===== src/common/dus_defs.svh =====
// Offsets, field positions, reset values and timing counts of the user I/O block
`ifndef DUS_DEFS_SVH
`define DUS_DEFS_SVH

// ************************************************************
// Register offsets (byte offsets of the internal register file)
// ************************************************************
`define DUS_OFF_ACQ 8'h08
`define DUS_OFF_LED 8'h0C
`define DUS_OFF_DEV 8'h10
`define DUS_OFF_PG1 8'h14
`define DUS_OFF_PG2 8'h18
`define DUS_OFF_CNT1 8'h1C
`define DUS_OFF_CNT2 8'h20
`define DUS_OFF_EXT 8'h38

// ************************************************************
// Reset values
// ************************************************************
`define DUS_RST_WORD 32'h0000_0000

// ************************************************************
// Field positions
// ************************************************************
`define DUS_ACQ_DLY_LSB 0
`define DUS_ACQ_PER_LSB 8
`define DUS_ACQ_FRQ_LSB 16
`define DUS_SEL_INV 3
`define DUS_SEL_LAT 4
`define DUS_DEV_CCODE_LSB 16
`define DUS_DEV_CEN 18
`define DUS_DEV_CRST 19
`define DUS_DEV_GCODE_LSB 24
`define DUS_DEV_FRZ 31
`define DUS_PG_GATE_LSB 16
`define DUS_ACT_USB_TRIG 1

// ************************************************************
// Timing
// ************************************************************
`define DUS_MCLK_PS 5000
`define DUS_US_PS 1000000
`define DUS_US_CYC ((`DUS_US_PS + `DUS_MCLK_PS - 1) / `DUS_MCLK_PS)
`define DUS_HALF_SEC_MS 500
`define DUS_HALF_SEC_CYC (`DUS_HALF_SEC_MS * (1000000000 / `DUS_MCLK_PS))
// 12.5 ns tick from a 5 ns clock: two ticks every five clocks
`define DUS_TICK_STEP 3'h2
`define DUS_TICK_MOD 3'h5

`endif


===== src/common/dus_pkg.sv =====
// Types shared by the user I/O block
package dus_pkg;

    // Delay and gate generator states
    typedef enum logic [1:0] {
        DUS_PG_IDLE,
        DUS_PG_DELAY,
        DUS_PG_GATE
    } dus_pg_st_t;

    // Whole state of the block
    typedef struct packed {
        logic [31:0] acq;
        logic [31:0] led_sel;
        logic [31:0] dev_sel;
        logic [31:0] pg1;
        logic [31:0] pg2;
        logic [31:0] ext;
        logic [1:0][31:0] cnt;
        logic [31:0] rdata;
        logic rvalid;
        logic [6:0] s1;
        logic [6:0] s2;
        logic [6:0] pin_d;
        logic [7:0] us_cnt;
        logic [7:0] dly_cnt;
        logic dly_on;
        logic busy;
        logic stk_seen;
        logic stack_start;
        logic [26:0] half_sub;
        logic [7:0] halves;
        logic [15:0] ev_cnt;
        logic sc_start;
        logic usb_trig;
        logic [2:0] phase;
        logic tick;
        dus_pg_st_t [1:0] pg_st;
        logic [1:0][31:0] pg_cnt;
        logic [1:0] pg_sd;
        logic [1:0] cnt_sd;
        logic [5:0] held;
        logic [5:0] acc;
        logic [5:0] lout;
    } dus_state_t;

endpackage


===== src/logic/dus_user_io.sv =====
// User I/O, trigger delay, scaler scheduling, counters and pulse generators
`timescale 1ns/1ps
`include "dus_defs.svh"

module dus_user_io
    import dus_pkg::*;
#(
    parameter int unsigned HALF_SEC_CYC = `DUS_HALF_SEC_CYC
) (
    // Clock and reset
    input wire logic MCLK,
    input wire logic RST,
    // Internal register command port
    input wire logic REG_WR,
    input wire logic REG_RD,
    input wire logic [7:0] REG_ADDR,
    input wire logic [31:0] REG_WDATA,
    output logic [31:0] REG_RDATA,
    output logic REG_RVALID,
    input wire logic ACTION_WR,
    // Front panel and bus pins, asynchronous
    input wire logic NIM_INPUT_ONE,
    input wire logic NIM_INPUT_TWO,
    input wire logic VME_DTACK,
    input wire logic VME_BERR,
    input wire logic VME_BUS_REQ,
    input wire logic VME_BUS_GRANT,
    input wire logic VME_AS,
    // Acquisition status from the stack engine, same clock
    input wire logic ACQUIRE,
    input wire logic IRQ_EVENT,
    input wire logic STACK_BUSY,
    input wire logic EVENT_END,
    input wire logic RUN_CLOSE,
    input wire logic SCALER_STACK_VALID,
    input wire logic VME_CMD_EXEC,
    input wire logic XFER_EVENT,
    input wire logic XFER_BUFFER,
    input wire logic [15:0] LED_STATUS,
    // Acquisition control out
    output logic STACK_START,
    output logic SCALER_STACK_START,
    output logic BUSY,
    output logic USB_TRIGGER,
    // Indicators and NIM outputs
    output logic [3:0] LED,
    output logic NIM_OUTPUT_ONE,
    output logic NIM_OUTPUT_TWO
);

    // ************************************************************
    // State registers
    // ************************************************************
    dus_state_t r; // Current state
    dus_state_t next_r; // Next state

    // ************************************************************
    // Next-state logic
    // ************************************************************
    // All behaviour lives in one process so every field has one driver
    always_comb begin
        logic [6:0] rise; // Rising edges of synchronised pins
        logic trig; // Readout start request
        logic fire; // Scaler stack request
        logic [2:0] gcode; // Generator input code
        logic gsrc; // Generator input level
        logic gedge; // Generator input edge
        logic pulser; // Generator runs free
        logic [31:0] dly; // Generator total delay in ticks
        logic [1:0] ccode; // Counter input code
        logic csrc; // Counter input level
        logic [4:0] sel; // Output selector, low 5 bits of its byte
        logic [3:0] spec; // Output-specific sources
        logic [3:0] shr; // Shared sources
        logic v; // Selected and inverted source
        logic sig; // Output level before tick alignment
        rise = '0;
        trig = 1'b0;
        fire = 1'b0;
        gcode = '0;
        gsrc = 1'b0;
        gedge = 1'b0;
        pulser = 1'b0;
        dly = '0;
        ccode = '0;
        csrc = 1'b0;
        sel = '0;
        spec = '0;
        shr = '0;
        v = 1'b0;
        sig = 1'b0;
        next_r = r;

        // Pulses last one clock by default
        next_r.rvalid = 1'b0;
        next_r.stack_start = 1'b0;
        next_r.sc_start = 1'b0;
        next_r.usb_trig = 1'b0;

        // Two-stage synchronisers; only the second stage is read
        next_r.s1 = {VME_AS, VME_BUS_GRANT, VME_BUS_REQ, VME_BERR, VME_DTACK,
            NIM_INPUT_TWO, NIM_INPUT_ONE};
        next_r.s2 = r.s1;
        next_r.pin_d = r.s2;
        rise = r.s2 & ~r.pin_d;

        // 80 MHz tick from the 200 MHz clock by phase accumulation
        next_r.tick = 1'b0;
        next_r.phase = 3'(r.phase + `DUS_TICK_STEP);
        if (next_r.phase >= `DUS_TICK_MOD) begin
            next_r.phase = 3'(next_r.phase - `DUS_TICK_MOD);
            next_r.tick = 1'b1;
        end

        // USB trigger on an action write with bit 1 set
        if (ACTION_WR && REG_WDATA[`DUS_ACT_USB_TRIG]) begin
            next_r.usb_trig = 1'b1;
        end

        // Readout trigger delay; a new start is ignored while busy
        trig = ACQUIRE && (rise[0] || IRQ_EVENT);
        if (trig && !r.busy) begin
            next_r.dly_on = 1'b1;
            next_r.dly_cnt = r.acq[`DUS_ACQ_DLY_LSB +: 8];
            next_r.us_cnt = '0;
            next_r.busy = 1'b1;
            next_r.stk_seen = 1'b0;
        end else if (r.dly_on) begin
            if (r.dly_cnt == 8'h00) begin
                next_r.dly_on = 1'b0;
                next_r.stack_start = 1'b1;
            end else if (r.us_cnt == 8'(`DUS_US_CYC - 1)) begin
                next_r.us_cnt = '0;
                next_r.dly_cnt = 8'(r.dly_cnt - 8'h01);
            end else begin
                next_r.us_cnt = 8'(r.us_cnt + 8'h01);
            end
        end else if (r.busy) begin
            // Busy drops as soon as the stack's bus cycles are done
            if (STACK_BUSY) begin
                next_r.stk_seen = 1'b1;
            end else if (r.stk_seen) begin
                next_r.busy = 1'b0;
            end
        end

        // Scaler schedule: timer and event count, first one wins
        if (ACQUIRE) begin
            if (r.half_sub == 27'(HALF_SEC_CYC - 1)) begin
                next_r.half_sub = '0;
                if (r.halves != 8'hFF) begin
                    next_r.halves = 8'(r.halves + 8'h01);
                end
            end else begin
                next_r.half_sub = 27'(r.half_sub + 27'h1);
            end
            if (EVENT_END && r.ev_cnt != 16'hFFFF) begin
                next_r.ev_cnt = 16'(r.ev_cnt + 16'h0001);
            end
        end
        // A zero field never fires, so both zero means no periodic run
        fire = ACQUIRE && (
            (r.acq[`DUS_ACQ_PER_LSB +: 8] != 8'h00 &&
                r.halves >= r.acq[`DUS_ACQ_PER_LSB +: 8]) ||
            (r.acq[`DUS_ACQ_FRQ_LSB +: 16] != 16'h0000 &&
                r.ev_cnt >= r.acq[`DUS_ACQ_FRQ_LSB +: 16]));
        if (RUN_CLOSE && SCALER_STACK_VALID) begin
            fire = 1'b1;
        end
        if (fire) begin
            next_r.sc_start = 1'b1;
            next_r.half_sub = '0;
            next_r.halves = '0;
            next_r.ev_cnt = '0;
        end

        // Delay and gate generators, counted in 12.5 ns ticks
        for (int i = 0; i < 2; i++) begin
            gcode = r.dev_sel[`DUS_DEV_GCODE_LSB + 4 * i +: 3];
            case (gcode)
                3'h1: gsrc = r.s2[0];
                3'h2: gsrc = r.s2[1];
                3'h3: gsrc = r.stack_start;
                3'h4: gsrc = EVENT_END;
                3'h5: gsrc = r.usb_trig;
                default: gsrc = 1'b0; // Code 0 and 7 have no input
            endcase
            next_r.pg_sd[i] = gsrc;
            gedge = gsrc && !r.pg_sd[i];
            pulser = (gcode == 3'h6);
            // Each coarse count is 65536 fine ticks, 819.2 us
            dly = (i == 0) ? {r.ext[15:0], r.pg1[15:0]} :
                {r.ext[31:16], r.pg2[15:0]};
            unique case (r.pg_st[i])
                DUS_PG_IDLE: begin
                    if (gedge || pulser) begin
                        next_r.pg_st[i] = DUS_PG_DELAY;
                        next_r.pg_cnt[i] = dly;
                    end
                end
                DUS_PG_DELAY: begin
                    if (r.tick) begin
                        if (r.pg_cnt[i] <= 32'h1) begin
                            next_r.pg_st[i] = DUS_PG_GATE;
                            next_r.pg_cnt[i] = (i == 0) ?
                                {16'h0000, r.pg1[`DUS_PG_GATE_LSB +: 16]} :
                                {16'h0000, r.pg2[`DUS_PG_GATE_LSB +: 16]};
                        end else begin
                            next_r.pg_cnt[i] = 32'(r.pg_cnt[i] - 32'h1);
                        end
                    end
                end
                DUS_PG_GATE: begin
                    if (r.tick) begin
                        if (r.pg_cnt[i] <= 32'h1) begin
                            // Pulser goes straight back into delay
                            next_r.pg_st[i] = pulser ? DUS_PG_DELAY : DUS_PG_IDLE;
                            next_r.pg_cnt[i] = dly;
                        end else begin
                            next_r.pg_cnt[i] = 32'(r.pg_cnt[i] - 32'h1);
                        end
                    end
                end
                default: next_r.pg_st[i] = DUS_PG_IDLE;
            endcase
        end

        // Counters count rising edges of their selected input
        for (int i = 0; i < 2; i++) begin
            ccode = r.dev_sel[`DUS_DEV_CCODE_LSB + 4 * i +: 2];
            case (ccode)
                2'h0: csrc = (i == 0) ? (r.pg_st[0] == DUS_PG_GATE) :
                    !(&r.cnt[0]);
                2'h1: csrc = r.s2[0];
                2'h2: csrc = r.s2[1];
                default: csrc = r.stack_start;
            endcase
            next_r.cnt_sd[i] = csrc;
            if (r.dev_sel[`DUS_DEV_CEN + 4 * i] && csrc && !r.cnt_sd[i]) begin
                next_r.cnt[i] = 32'(r.cnt[i] + 32'h1);
            end
        end

        // Register writes; counter clears win over a count this cycle
        if (REG_WR) begin
            case (REG_ADDR)
                `DUS_OFF_ACQ: next_r.acq = REG_WDATA;
                `DUS_OFF_LED: next_r.led_sel = REG_WDATA;
                `DUS_OFF_PG1: next_r.pg1 = REG_WDATA;
                `DUS_OFF_PG2: next_r.pg2 = REG_WDATA;
                `DUS_OFF_EXT: next_r.ext = REG_WDATA;
                `DUS_OFF_DEV: begin
                    for (int i = 0; i < 2; i++) begin
                        if (REG_WDATA[`DUS_DEV_CRST + 4 * i]) begin
                            next_r.cnt[i] = '0;
                        end
                    end
                    if (REG_WDATA[`DUS_DEV_FRZ]) begin
                        // Frozen write touches only the enables
                        for (int i = 0; i < 2; i++) begin
                            next_r.dev_sel[`DUS_DEV_CEN + 4 * i] =
                                REG_WDATA[`DUS_DEV_CEN + 4 * i];
                        end
                    end else if (!REG_WDATA[`DUS_DEV_CRST] &&
                        !REG_WDATA[`DUS_DEV_CRST + 4]) begin
                        next_r.dev_sel = REG_WDATA;
                        next_r.dev_sel[`DUS_DEV_FRZ] = 1'b0;
                    end
                end
                default: ; // Counter values are read-only
            endcase
        end

        // Register reads answer one clock later; unmapped reads zero
        if (REG_RD) begin
            next_r.rvalid = 1'b1;
            case (REG_ADDR)
                `DUS_OFF_ACQ: next_r.rdata = r.acq;
                `DUS_OFF_LED: next_r.rdata = r.led_sel;
                `DUS_OFF_DEV: next_r.rdata = r.dev_sel;
                `DUS_OFF_PG1: next_r.rdata = r.pg1;
                `DUS_OFF_PG2: next_r.rdata = r.pg2;
                `DUS_OFF_CNT1: next_r.rdata = r.cnt[0];
                `DUS_OFF_CNT2: next_r.rdata = r.cnt[1];
                `DUS_OFF_EXT: next_r.rdata = r.ext;
                default: next_r.rdata = `DUS_RST_WORD;
            endcase
        end

        // Indicators 0..3 and NIM outputs 4..5
        for (int j = 0; j < 6; j++) begin
            if (j < 4) begin
                sel = r.led_sel[8 * j +: 5];
                spec = LED_STATUS[4 * j +: 4];
                shr = {r.s2[5], r.s2[4], r.s2[3], r.s2[2]};
            end else begin
                sel = r.dev_sel[8 * (j - 4) +: 5];
                spec = (j == 4) ?
                    {XFER_EVENT, r.s2[4], r.stack_start, r.busy} :
                    {XFER_BUFFER, r.s2[6], VME_CMD_EXEC, r.usb_trig};
                shr = {r.usb_trig, EVENT_END, r.pg_st[1] == DUS_PG_GATE,
                    r.pg_st[0] == DUS_PG_GATE};
            end
            v = (sel[2] ? shr[sel[1:0]] : spec[sel[1:0]]) ^ sel[`DUS_SEL_INV];
            // Clearing the latch bit drops the held level
            next_r.held[j] = sel[`DUS_SEL_LAT] && (r.held[j] || v);
            sig = v || (sel[`DUS_SEL_LAT] && r.held[j]);
            // Short pulses are collected so a tick never misses them
            if (r.tick) begin
                next_r.lout[j] = r.acc[j] || sig;
                next_r.acc[j] = 1'b0;
            end else begin
                next_r.acc[j] = r.acc[j] || sig;
            end
        end
    end

    // ************************************************************
    // State register
    // ************************************************************
    // Synchronous reset clears every field, generators to idle
    always_ff @(posedge MCLK) begin
        if (RST) begin
            r <= '0;
        end else begin
            r <= next_r;
        end
    end

    // ************************************************************
    // Outputs
    // ************************************************************
    assign REG_RDATA = r.rdata;
    assign REG_RVALID = r.rvalid;
    assign STACK_START = r.stack_start;
    assign SCALER_STACK_START = r.sc_start;
    assign BUSY = r.busy;
    assign USB_TRIGGER = r.usb_trig;
    assign LED = r.lout[3:0];
    assign NIM_OUTPUT_ONE = r.lout[4];
    assign NIM_OUTPUT_TWO = r.lout[5];

endmodule

===== config.mk =====
export PLATFORM = sky130hd
export DESIGN_NAME = dus_user_io
export DESIGN_NICKNAME = d
export VERILOG_FILES = /design/src/common/dus_pkg.sv /design/src/logic/dus_user_io.sv
export VERILOG_INCLUDE_DIRS = /design/src /design/src/common
export SDC_FILE = /design/constraint.sdc
export NUM_CORES = 1
export LEC_CHECK = 0
export ABC_AREA = 0
export ABC_CLOCK_PERIOD_IN_PS = 3600
export BUFFER_PORTS_ARGS = -buffer_cell sky130_fd_sc_hd__buf_2
export CORE_MARGIN = 2
export CORE_UTILIZATION = 35
export CTS_CLUSTER_DIAMETER = 30
export DETAILED_ROUTE_END_ITERATION = 12
export HOLD_SLACK_MARGIN = 0.12
export REMOVE_ABC_BUFFERS = 1
export SLEW_MARGIN = 0
export SYNTH_ARGS = -nofsm -noshare
export SYNTH_HDL_FRONTEND = slang
export SYNTH_SLANG_ARGS = --single-unit

===== constraint.sdc =====
create_clock -name MCLK -period 3.6 [get_ports MCLK]
set_clock_uncertainty 0.1 [all_clocks]
set_input_delay 0.18 -clock MCLK [delete_from_list [all_inputs] [get_ports MCLK]]
set_output_delay 0.18 -clock MCLK [all_outputs]
set_load 0.1 [all_outputs]

== After elaboration in Yosys (flattened, before gate mapping) ==
Index checks and enable logic that the tools add are counted.

* Flip-flop bits (word level): 470
* Bits of input ports: 77

* Add/sub/neg operators: 11
* Magnitude comparators: 11
* Equal/unequal tests: 44
* Muxes and demuxes: 88
* Bitwise logic cells: 11
* Reduce and logical (&&, ||, !) cells: 90

{| class="wikitable"
|+ Operator list
! operator !! count
|-
| 2-to-1 mux 32 bit || 14
|-
| case mux 32 bit (8 select lines) || 1
|-
| case mux 32 bit (3 select lines) || 2
|-
| 2-to-1 mux 64 bit || 2
|-
| adder 32 x 1 -> 32 bit, second input constant || 2
|-
| less-or-equal comparator 32 x 1 -> 1 bit, second input constant || 2
|-
| subtractor 32 x 1 -> 32 bit, second input constant || 2
|-
| == test 8 x 5 -> 1 bit, second input constant || 4
|-
| AND reduction 32 bit || 1
|-
| 2-to-1 mux 1 bit || 31
|-
| 2-to-1 mux 31 bit || 1
|-
| adder 27 x 1 -> 27 bit, second input constant || 1
|-
| == test 27 bit, second input constant || 1
|-
| logical AND 1 bit || 27
|-
| 2-to-1 mux 27 bit || 1
|-
| binary-select mux 1 bit (select 2 bit) || 12
|-
| 2-to-1 mux 2 bit || 12
|-
| 2-to-1 mux 8 bit || 3
|-
| logical OR 1 bit || 22
|-
| inequality test 2 bit, second input constant || 11
|-
| == test 3 bit, second input constant || 6
|-
| less-than comparator 2 x 3 -> 1 bit, second input constant || 6
|-
| adder 16 x 1 -> 16 bit, second input constant || 1
|-
| adder 8 x 1 -> 8 bit, second input constant || 2
|-
| other kinds (38) || 88
|}

== Depth between registers and ports, before layout ==
Gate-level depths: netlist of run 1.

* Depth after elaboration: 9
* Mapped depth: 11

== Worst setup path before layout of run 1 ==
Ideal clock, no wire load.

* Path kind: register -> register
* Start point: register r, in the netlist STACK_START
* End point: register r[246] in the netlist's numbering
* Data arrival time: 2.652 ns
* Required time: 3.372 ns
* Slack: 0.721 ns
* Stages on the path, launching flop included: 7
* Clock period less this slack: 2.879 ns
* Cells stage by stage: dfxtp_1 mux4_2 nand3b_1 nor4_1 nand4_1 xor2_1 nor2_1

* Longest elaborated chain between the ends: 7

{| class="wikitable"
|+ RTL lines
! what !! RTL line !! text
|-
| from (decl) || dus_user_io.sv:54 || <nowiki>dus_state_t r;</nowiki>
|-
| from (signal assigned) || dus_user_io.sv:326 || <nowiki>r <= next_r;</nowiki>
|-
| case mux 1 bit (3 select lines) (*) || dus_user_io.sv:231 || <nowiki>case (ccode)</nowiki>
|-
| logical AND 1 bit (*) (2 in a row) || dus_user_io.sv:239 || <nowiki>if (r.dev_sel[`DUS_DEV_CEN + 4 * i] && csrc && !r.cnt_sd[i]) begin</nowiki>
|-
| 2-to-1 mux 32 bit (*) || dus_user_io.sv:239 ||
|-
| 2-to-1 mux 32 bit || dus_user_io.sv:254 || <nowiki>if (REG_WDATA[`DUS_DEV_CRST + 4 * i]) begin</nowiki>
|-
| 2-to-1 mux 64 bit || dus_user_io.sv:246 || <nowiki>case (REG_ADDR)</nowiki>
|-
| 2-to-1 mux 64 bit (*) || dus_user_io.sv:245 || <nowiki>if (REG_WR) begin</nowiki>
|}

Mark *: on every way between the ends. The rest lies on a longest branch, timed or not.
A chain may end at the register's enable or synchronous reset.

== Worst setup path after layout of run 1 ==
* Start point: register r[65] in the netlist's numbering
* End point: register r[63] in the netlist's numbering

* Longest elaborated chain between the ends: 4

{| class="wikitable"
|+ RTL lines
! what !! RTL line !! text
|-
| less-or-equal comparator 32 x 1 -> 1 bit (*) || dus_user_io.sv:203, dus_user_io.sv:215 ||
|-
| 2-to-1 mux 32 bit, on equally long branches || dus_user_io.sv:215, dus_user_io.sv:203 ||
|-
| 2-to-1 mux 32 bit, on equally long branches || dus_user_io.sv:214, dus_user_io.sv:202 ||
|-
| case mux 32 bit (3 select lines) (*) || dus_user_io.sv:194 || <nowiki>unique case (r.pg_st[i])</nowiki>
|}

Mark *: on every way between the ends. The rest lies on a longest branch, timed or not. The select of a mux whose other input is x is not followed.

==> flow_summary.ini, run 1 <==
[power]
p_total_mw = 16.6
p_sw_mw = 4.10
internal-power_mw = 12.5
power_frac_seq_pct = 32.2
power_leakage_nw = 10.7
switching_share_pct = 24.6
power_density_mw_per_mm2 = 560
combPwrFrac_pct = 6.0
clkPwrFrac_pct = 61.8
irDropWorstVdd_mv = 0.434

[routing]
viasPerCell = 5.72
vias = 23400
wl_per_cell_um = 22.3
dr.pass1.iters = 6
drtIter0Drc = 2835
drc = 0
ant_nets = 0
wirelength_um = 91500

[final_layout]
fillers = 6585
final_cell_mix = nand2_1, dfxtp_1, a21oi_1
fin_util_pct = 44.2
final_common_cell = nand2_1
final_nets = 3260
syn_to_final_growth_pct = 24.9
drive_gt1_share_pct = 14.3
antennaDiodeCount = 0

[yosys]
seq_area_frac_synth_pct = 39.6
synthArstFlopShare_pct = 0
synth.distinct_cells = 94
synthFlopType = dfxtp_1
ys_seq_elements = 470
synth_edf_count = 0
syn_area_mm2 = 0.0238
netlist_instances = 2984
syn_avg_cell_area_um2 = 7.97
yosys_warnings = 0

[place]
gp_congestion = 0.941
io_buffer_count = 119
place_hpwl_um = 65300

[global_route]
grt_first_pass_wirelength_um = 137000
grt_pass1_vias = 21600
grt_usage_pct = 25.5
grt_start_max_net_pins = 92
grt_overflow = 0
antenna_found_initial = 3

[job]
max-cap-violations = 0

[setup_path]
startpoint_type = flop
cp-end-kind = flop
crit_type = flop to flop
cp.arrival_ns = 3.46
required_ns = 4.05
cp_max_fo = 12

[sta]
post-route-min-period_ns = 3.02
holdWs_ns = 0.189
max_freq_ghz = 0.332
min_period_over_period_pct = 83.8
setup_viol = 0
hold_viol = 0
rsz0062_at_grt = no
tightest_slew_ns = 1.06
drv_slew = 0
fin_setup_tns_ns = 0
relSlewSlack_pct = 28.9

[clocking]
cts_tree = built
ctsResizeCount = 0
clk_latency_ns = 0.67
clk_pin_slew_ns = 0.05
clock_path_buffers = 3
htreeDepth = 3
clock_sinks = 470
cts_root_buf = clkbuf_16
cts_made_buffers = 111

[die]
ios = 120
die_x_um = 265
initial_utilization_pct = 35.4
die_area_mm2 = 0.0700
die_h_um = 265
core_mm2 = 0.0672
rows = 95

[run_status]
status = completed

[worst_hold_path]
hp-class = input pin to flop
power groups by stage:
stage               sequential (mW)  clock, mW  combinational, mW
floorplan                      5.54          0              0.402
global placement               5.44          0              0.930
detailed placement             5.45          0              0.934
CTS                            5.35       10.4              0.991
global route                   5.35       10.6               1.07
finish                         5.35       10.3               1.00
sequential cells by signal (all words and copies together), names as in the netlist:
signal and cells:
r 413, NIM_OUTPUT_TWO 1, LED 4, NIM_OUTPUT_ONE 1, STACK_START 1, REG_RVALID 1, SCALER_STACK_START 1, BUSY 1
next_r 14, USB_TRIGGER 1, REG_RDATA 32
logic make-up after synthesis:
| kind of cell | synth area share [%] |
|---|---|
| multiplexers | 3.51 |
| AO/OA/AOI/OAI | 19.4 |
| flip-flops | 39.6 |
| AND/OR/NAND/NOR | 24.8 |
| XOR/XNOR | 4.94 |
| buffers and inverters | 5.38 |
| adder cells (fa/ha/maj) | 2.47 |
metrics by stage:
step	instances	cell area (um2)	setup slack (ns)
after floorplan	2767	22800	-0.226
after global placement	3836	25200	0.645
after detailed placement	3836	25200	0.601
after CTS	4100	29700	0.590
after global routing	4100	29700	0.435
final	4100	29700	0.584
cell usage after synthesis, drive strengths merged (30+ instances only):
cell type	instances	area (um2)
a211oi	32	240
a21oi	317	1590
a221oi	30	269
a22oi	40	300
and3	32	200
buf	67	434
clkbuf	150	563
dfxtp	470	9410
ha	47	588
inv	74	278
mux2i	36	360
nand2	534	2000
nand3	77	385
nand4	47	300
nor2	248	933
nor2b	35	219
nor3	74	393
nor4	65	413
o21ai	124	621
xnor2	63	552
xor2	71	622
critical path, stage by stage, from the launching register on:
cell and delay (ns):
dfxtp_1 0.36, or4_4 0.58, or4_1 0.70, or3_1 0.65
a221o_1 0.35, nand3_1 0.08, a31oi_1 0.08
final cells by class:
| type | count | area (um2) | area share (%) |
|---|---|---|---|
| inverters | 75 | 282 | 0.948 |
| well taps | 873 | 1090 | 3.68 |
| multi-input cells | 2222 | 13200 | 44.3 |
| clock inverters | 67 | 830 | 2.79 |
| flip-flops and latches | 470 | 9410 | 31.7 |
| clock buffers | 137 | 3060 | 10.3 |
| repair buffers | 256 | 1870 | 6.30 |
final timing paths:
| kind | startpoint | endpoint | slack [ns] | cells after the start |
|---|---|---|---|---|
| hold reg to reg | next_r[174]$_SDFF_PP0_ | next_r[167]$_SDFF_PP0_ | 0.33 | 1 |
| setup reg to reg | r[65]$_SDFFE_PP0P_ | r[63]$_SDFFE_PP0P_ | 0.58 | 6 |
| hold / removal | REG_ADDR[3] | REG_RDATA[3]$_SDFFE_PP0P_ | 0.19 | 4 |
| setup / recovery | r[65]$_SDFFE_PP0P_ | r[63]$_SDFFE_PP0P_ | 0.58 | 6 |
metal layers:
| layer | share of wire, % | GRT usage, % |
|---|---|---|
| met5 | 0.014 | 0 |
| met4 | 5.2 | 13.5 |
| met3 | 10 | 5.29 |
| met2 | 43 | 37.9 |
| met1 | 42 | 34.7 |
timing repair:
| action | CTS | global route |
|---|---|---|
| hold buffers | 60 | 0 |
| endpoints found under the setup margin | 0 | 0 |
| setup buffers | 0 | 0 |
| endpoints found under the hold margin | 293 | 0 |
Power figures use the tool's default switching activity.
==> run 2: changes to the inputs <==
- ABC_AREA: 0 -> 1
- ABC_CLOCK_PERIOD_IN_PS: 3600 -> 3000
- clock period: 3.6 -> 3 ns (I/O delays scaled with it)
==> flow_summary.ini, run 2 <==
[run_status]
status = completed

[routing]
wirelength_um = 102000
ant_nets = 0
drtIter0Drc = 2698
drc = 0
vias = 27200
wl_per_cell_um = 19.8
viasPerCell = 5.27
dr.pass1.iters = 6

[yosys]
synth.distinct_cells = 47
synthFlopType = dfxtp_1
synth_edf_count = 0
seq_area_frac_synth_pct = 36.7
syn_avg_cell_area_um2 = 6.55
ys_seq_elements = 470
ys_top_cells_by_count = nand2_1, nor2_1, inv_1
synthArstFlopShare_pct = 0
synth_area_leaders = dfxtp_1, nand2_1, a21oi_1
yosysTopAreaCell = dfxtp_1
syn_area_mm2 = 0.0257
netlist_instances = 3918
yosys_warnings = 0
synthDominantCellAreaShare_pct = 36.7
yosysMostFrequentCell = nand2_1

[global_route]
grt_first_pass_wirelength_um = 153000
grt_usage_pct = 26.5
grt_pass1_vias = 25200
grt_overflow = 0
grt_start_max_net_pins = 135
antenna_found_initial = 3

[job]
max-cap-violations = 0

[power]
power_density_mw_per_mm2 = 795
switching_share_pct = 33.3
p_sw_mw = 8.47
irDropWorstVdd_mv = 0.567
p_total_mw = 25.4
power_leakage_nw = 12.8
internal-power_mw = 17.0
combPwrFrac_pct = 23.1
clkPwrFrac_pct = 49.7
power_frac_seq_pct = 27.2

[final_layout]
largest_register_ffs = 413
final_common_cell = nand2_1
multiInputGateArea_mm2 = 0.0135
seqCellArea_mm2 = 0.00941
top_register = r
final_area_mm2 = 0.0320
drive_gt1_share_pct = 10.7
syn_to_final_growth_pct = 24.7
final_nets = 4227
fillers = 7669
fin_util_pct = 43.9
final_cell_mix = nand2_1, nor2_1, inv_1

[die]
die_h_um = 275
die_x_um = 275
core_mm2 = 0.0728
ios = 120
die_area_mm2 = 0.0755
initial_utilization_pct = 35.2
rows = 99

[setup_path]
rr_worst_depth = 8
required_ns = 3.50
ff2ff_setup_slack_ns = 0.30
cp_max_fo = 10
cp.arrival_ns = 3.36
cp-end-kind = flop
crit_type = input pin to flop
startpoint_type = input pin
rr_endpoint = NIM_OUTPUT_TWO$_SDFFE_PP0P_
r2r-start = USB_TRIGGER$_SDFF_PP0_

[place]
io_buffer_count = 119
place_hpwl_um = 76400
dp_slack_ns = 0.468
gp_congestion = 0.989
post_dp_cell_area_mm2 = 0.0273

[clocking]
cts_root_buf = clkbuf_16
cts_tree = built
clock_sinks = 470
clock_path_buffers = 3
cts_setup_buffers = 0
clk_latency_ns = 0.68
clk_pin_slew_ns = 0.05
htreeDepth = 3
cts_made_buffers = 113

[sta]
rsz0062_at_grt = no
setup_ws_ns = 0.143
setup_viol = 0
hold_viol = 0
min_period_over_period_pct = 95.2
max_freq_ghz = 0.350
drv_slew = 0
relSlewSlack_pct = 36.8
post-route-min-period_ns = 2.86
tightest_slew_ns = 0.945

[worst_hold_path]
hp-class = input pin to flop
worst_hold_path.endpoint = next_r[180]$_SDFF_PP0_
min_from = VME_AS
hold-path-cell-count = 4
## run 2: critical path: stages
cell           delay, ns
dlygate4sd3_1       0.54
buf_2               0.24
nor3_4              0.32
nand2_1             0.35
inv_2               0.35
nand3_1             0.09
dlygate4sd3_1       0.57
a21oi_1             0.16
dlygate4sd3_1       0.57
## run 2: routing by layer
metal / routed length, um / share of wire, % / track usage, %
met5: 29 / 0.028 / 0
met4: 5250 / 5.1 / 13.8
met3: 8170 / 8.0 / 4.75
met2: 44300 / 43 / 40.9
met1: 44500 / 43 / 35.4
## run 2: area by class of cell
class                           count  area share (%)
Multi-Input combinational cell   2759            42.3
Clock inverter                     73            2.91
Tap cell                          959            3.75
Inverter                          481            5.66
Antenna cell                        1         0.00782
Timing Repair Buffer              278            6.47
Sequential cell                   470            29.4
Clock buffer                      136            9.48
## run 2: cell families after synthesis
logic type,after synthesis,synth area share [%]
buffers and inverters,689,10.8
flip-flops,470,36.7
XOR/XNOR,108,3.68
AO/OA/AOI/OAI,922,18.8
AND/OR/NAND/NOR,1682,27.8
adder cells (fa/ha/maj),47,2.29
## run 2: power by group through the flow
stage                     logic (mW)  clock network [mW]  registers [mW]
after global routing            6.57                13.1            6.95
final                           5.88                12.6            6.92
after floorplan                 3.97                   0            7.02
after global placement          5.69                   0            7.02
after CTS                       5.79                12.7            6.91
after detailed placement        5.68                   0            7.02
## run 2: worst max path at each step
stage,start,to,cells past startpoint
floorplan,RST,r[100]$_SDFFE_PP0P_,3
global placement,REG_ADDR[6],r[465]$_SDFFE_PP0P_,10
detailed placement,REG_ADDR[6],r[472]$_SDFFE_PP0P_,10
CTS,REG_ADDR[5],r[364]$_SDFFE_PP0P_,9
global route,REG_ADDR[5],r[364]$_SDFFE_PP0P_,9
finish,REG_ADDR[5],r[364]$_SDFFE_PP0P_,9
## run 2: stage by stage
step | hold slack, ns | cells | TNS, ns
6_report | 0.160 | 5157 | 0
2_1_floorplan | 0.119 | 3710 | -458.46
3_5_place_dp | 0.256 | 4871 | 0
5_1_grt | 0.171 | 5156 | 0
4_1_cts | 0.140 | 5156 | 0
3_3_place_gp | 0.249 | 4871 | 0
## run 2: timing repair
action	CTS	global route
endpoints found under the hold margin	299	0
gates resized for setup	0	0
hold buffers	76	0
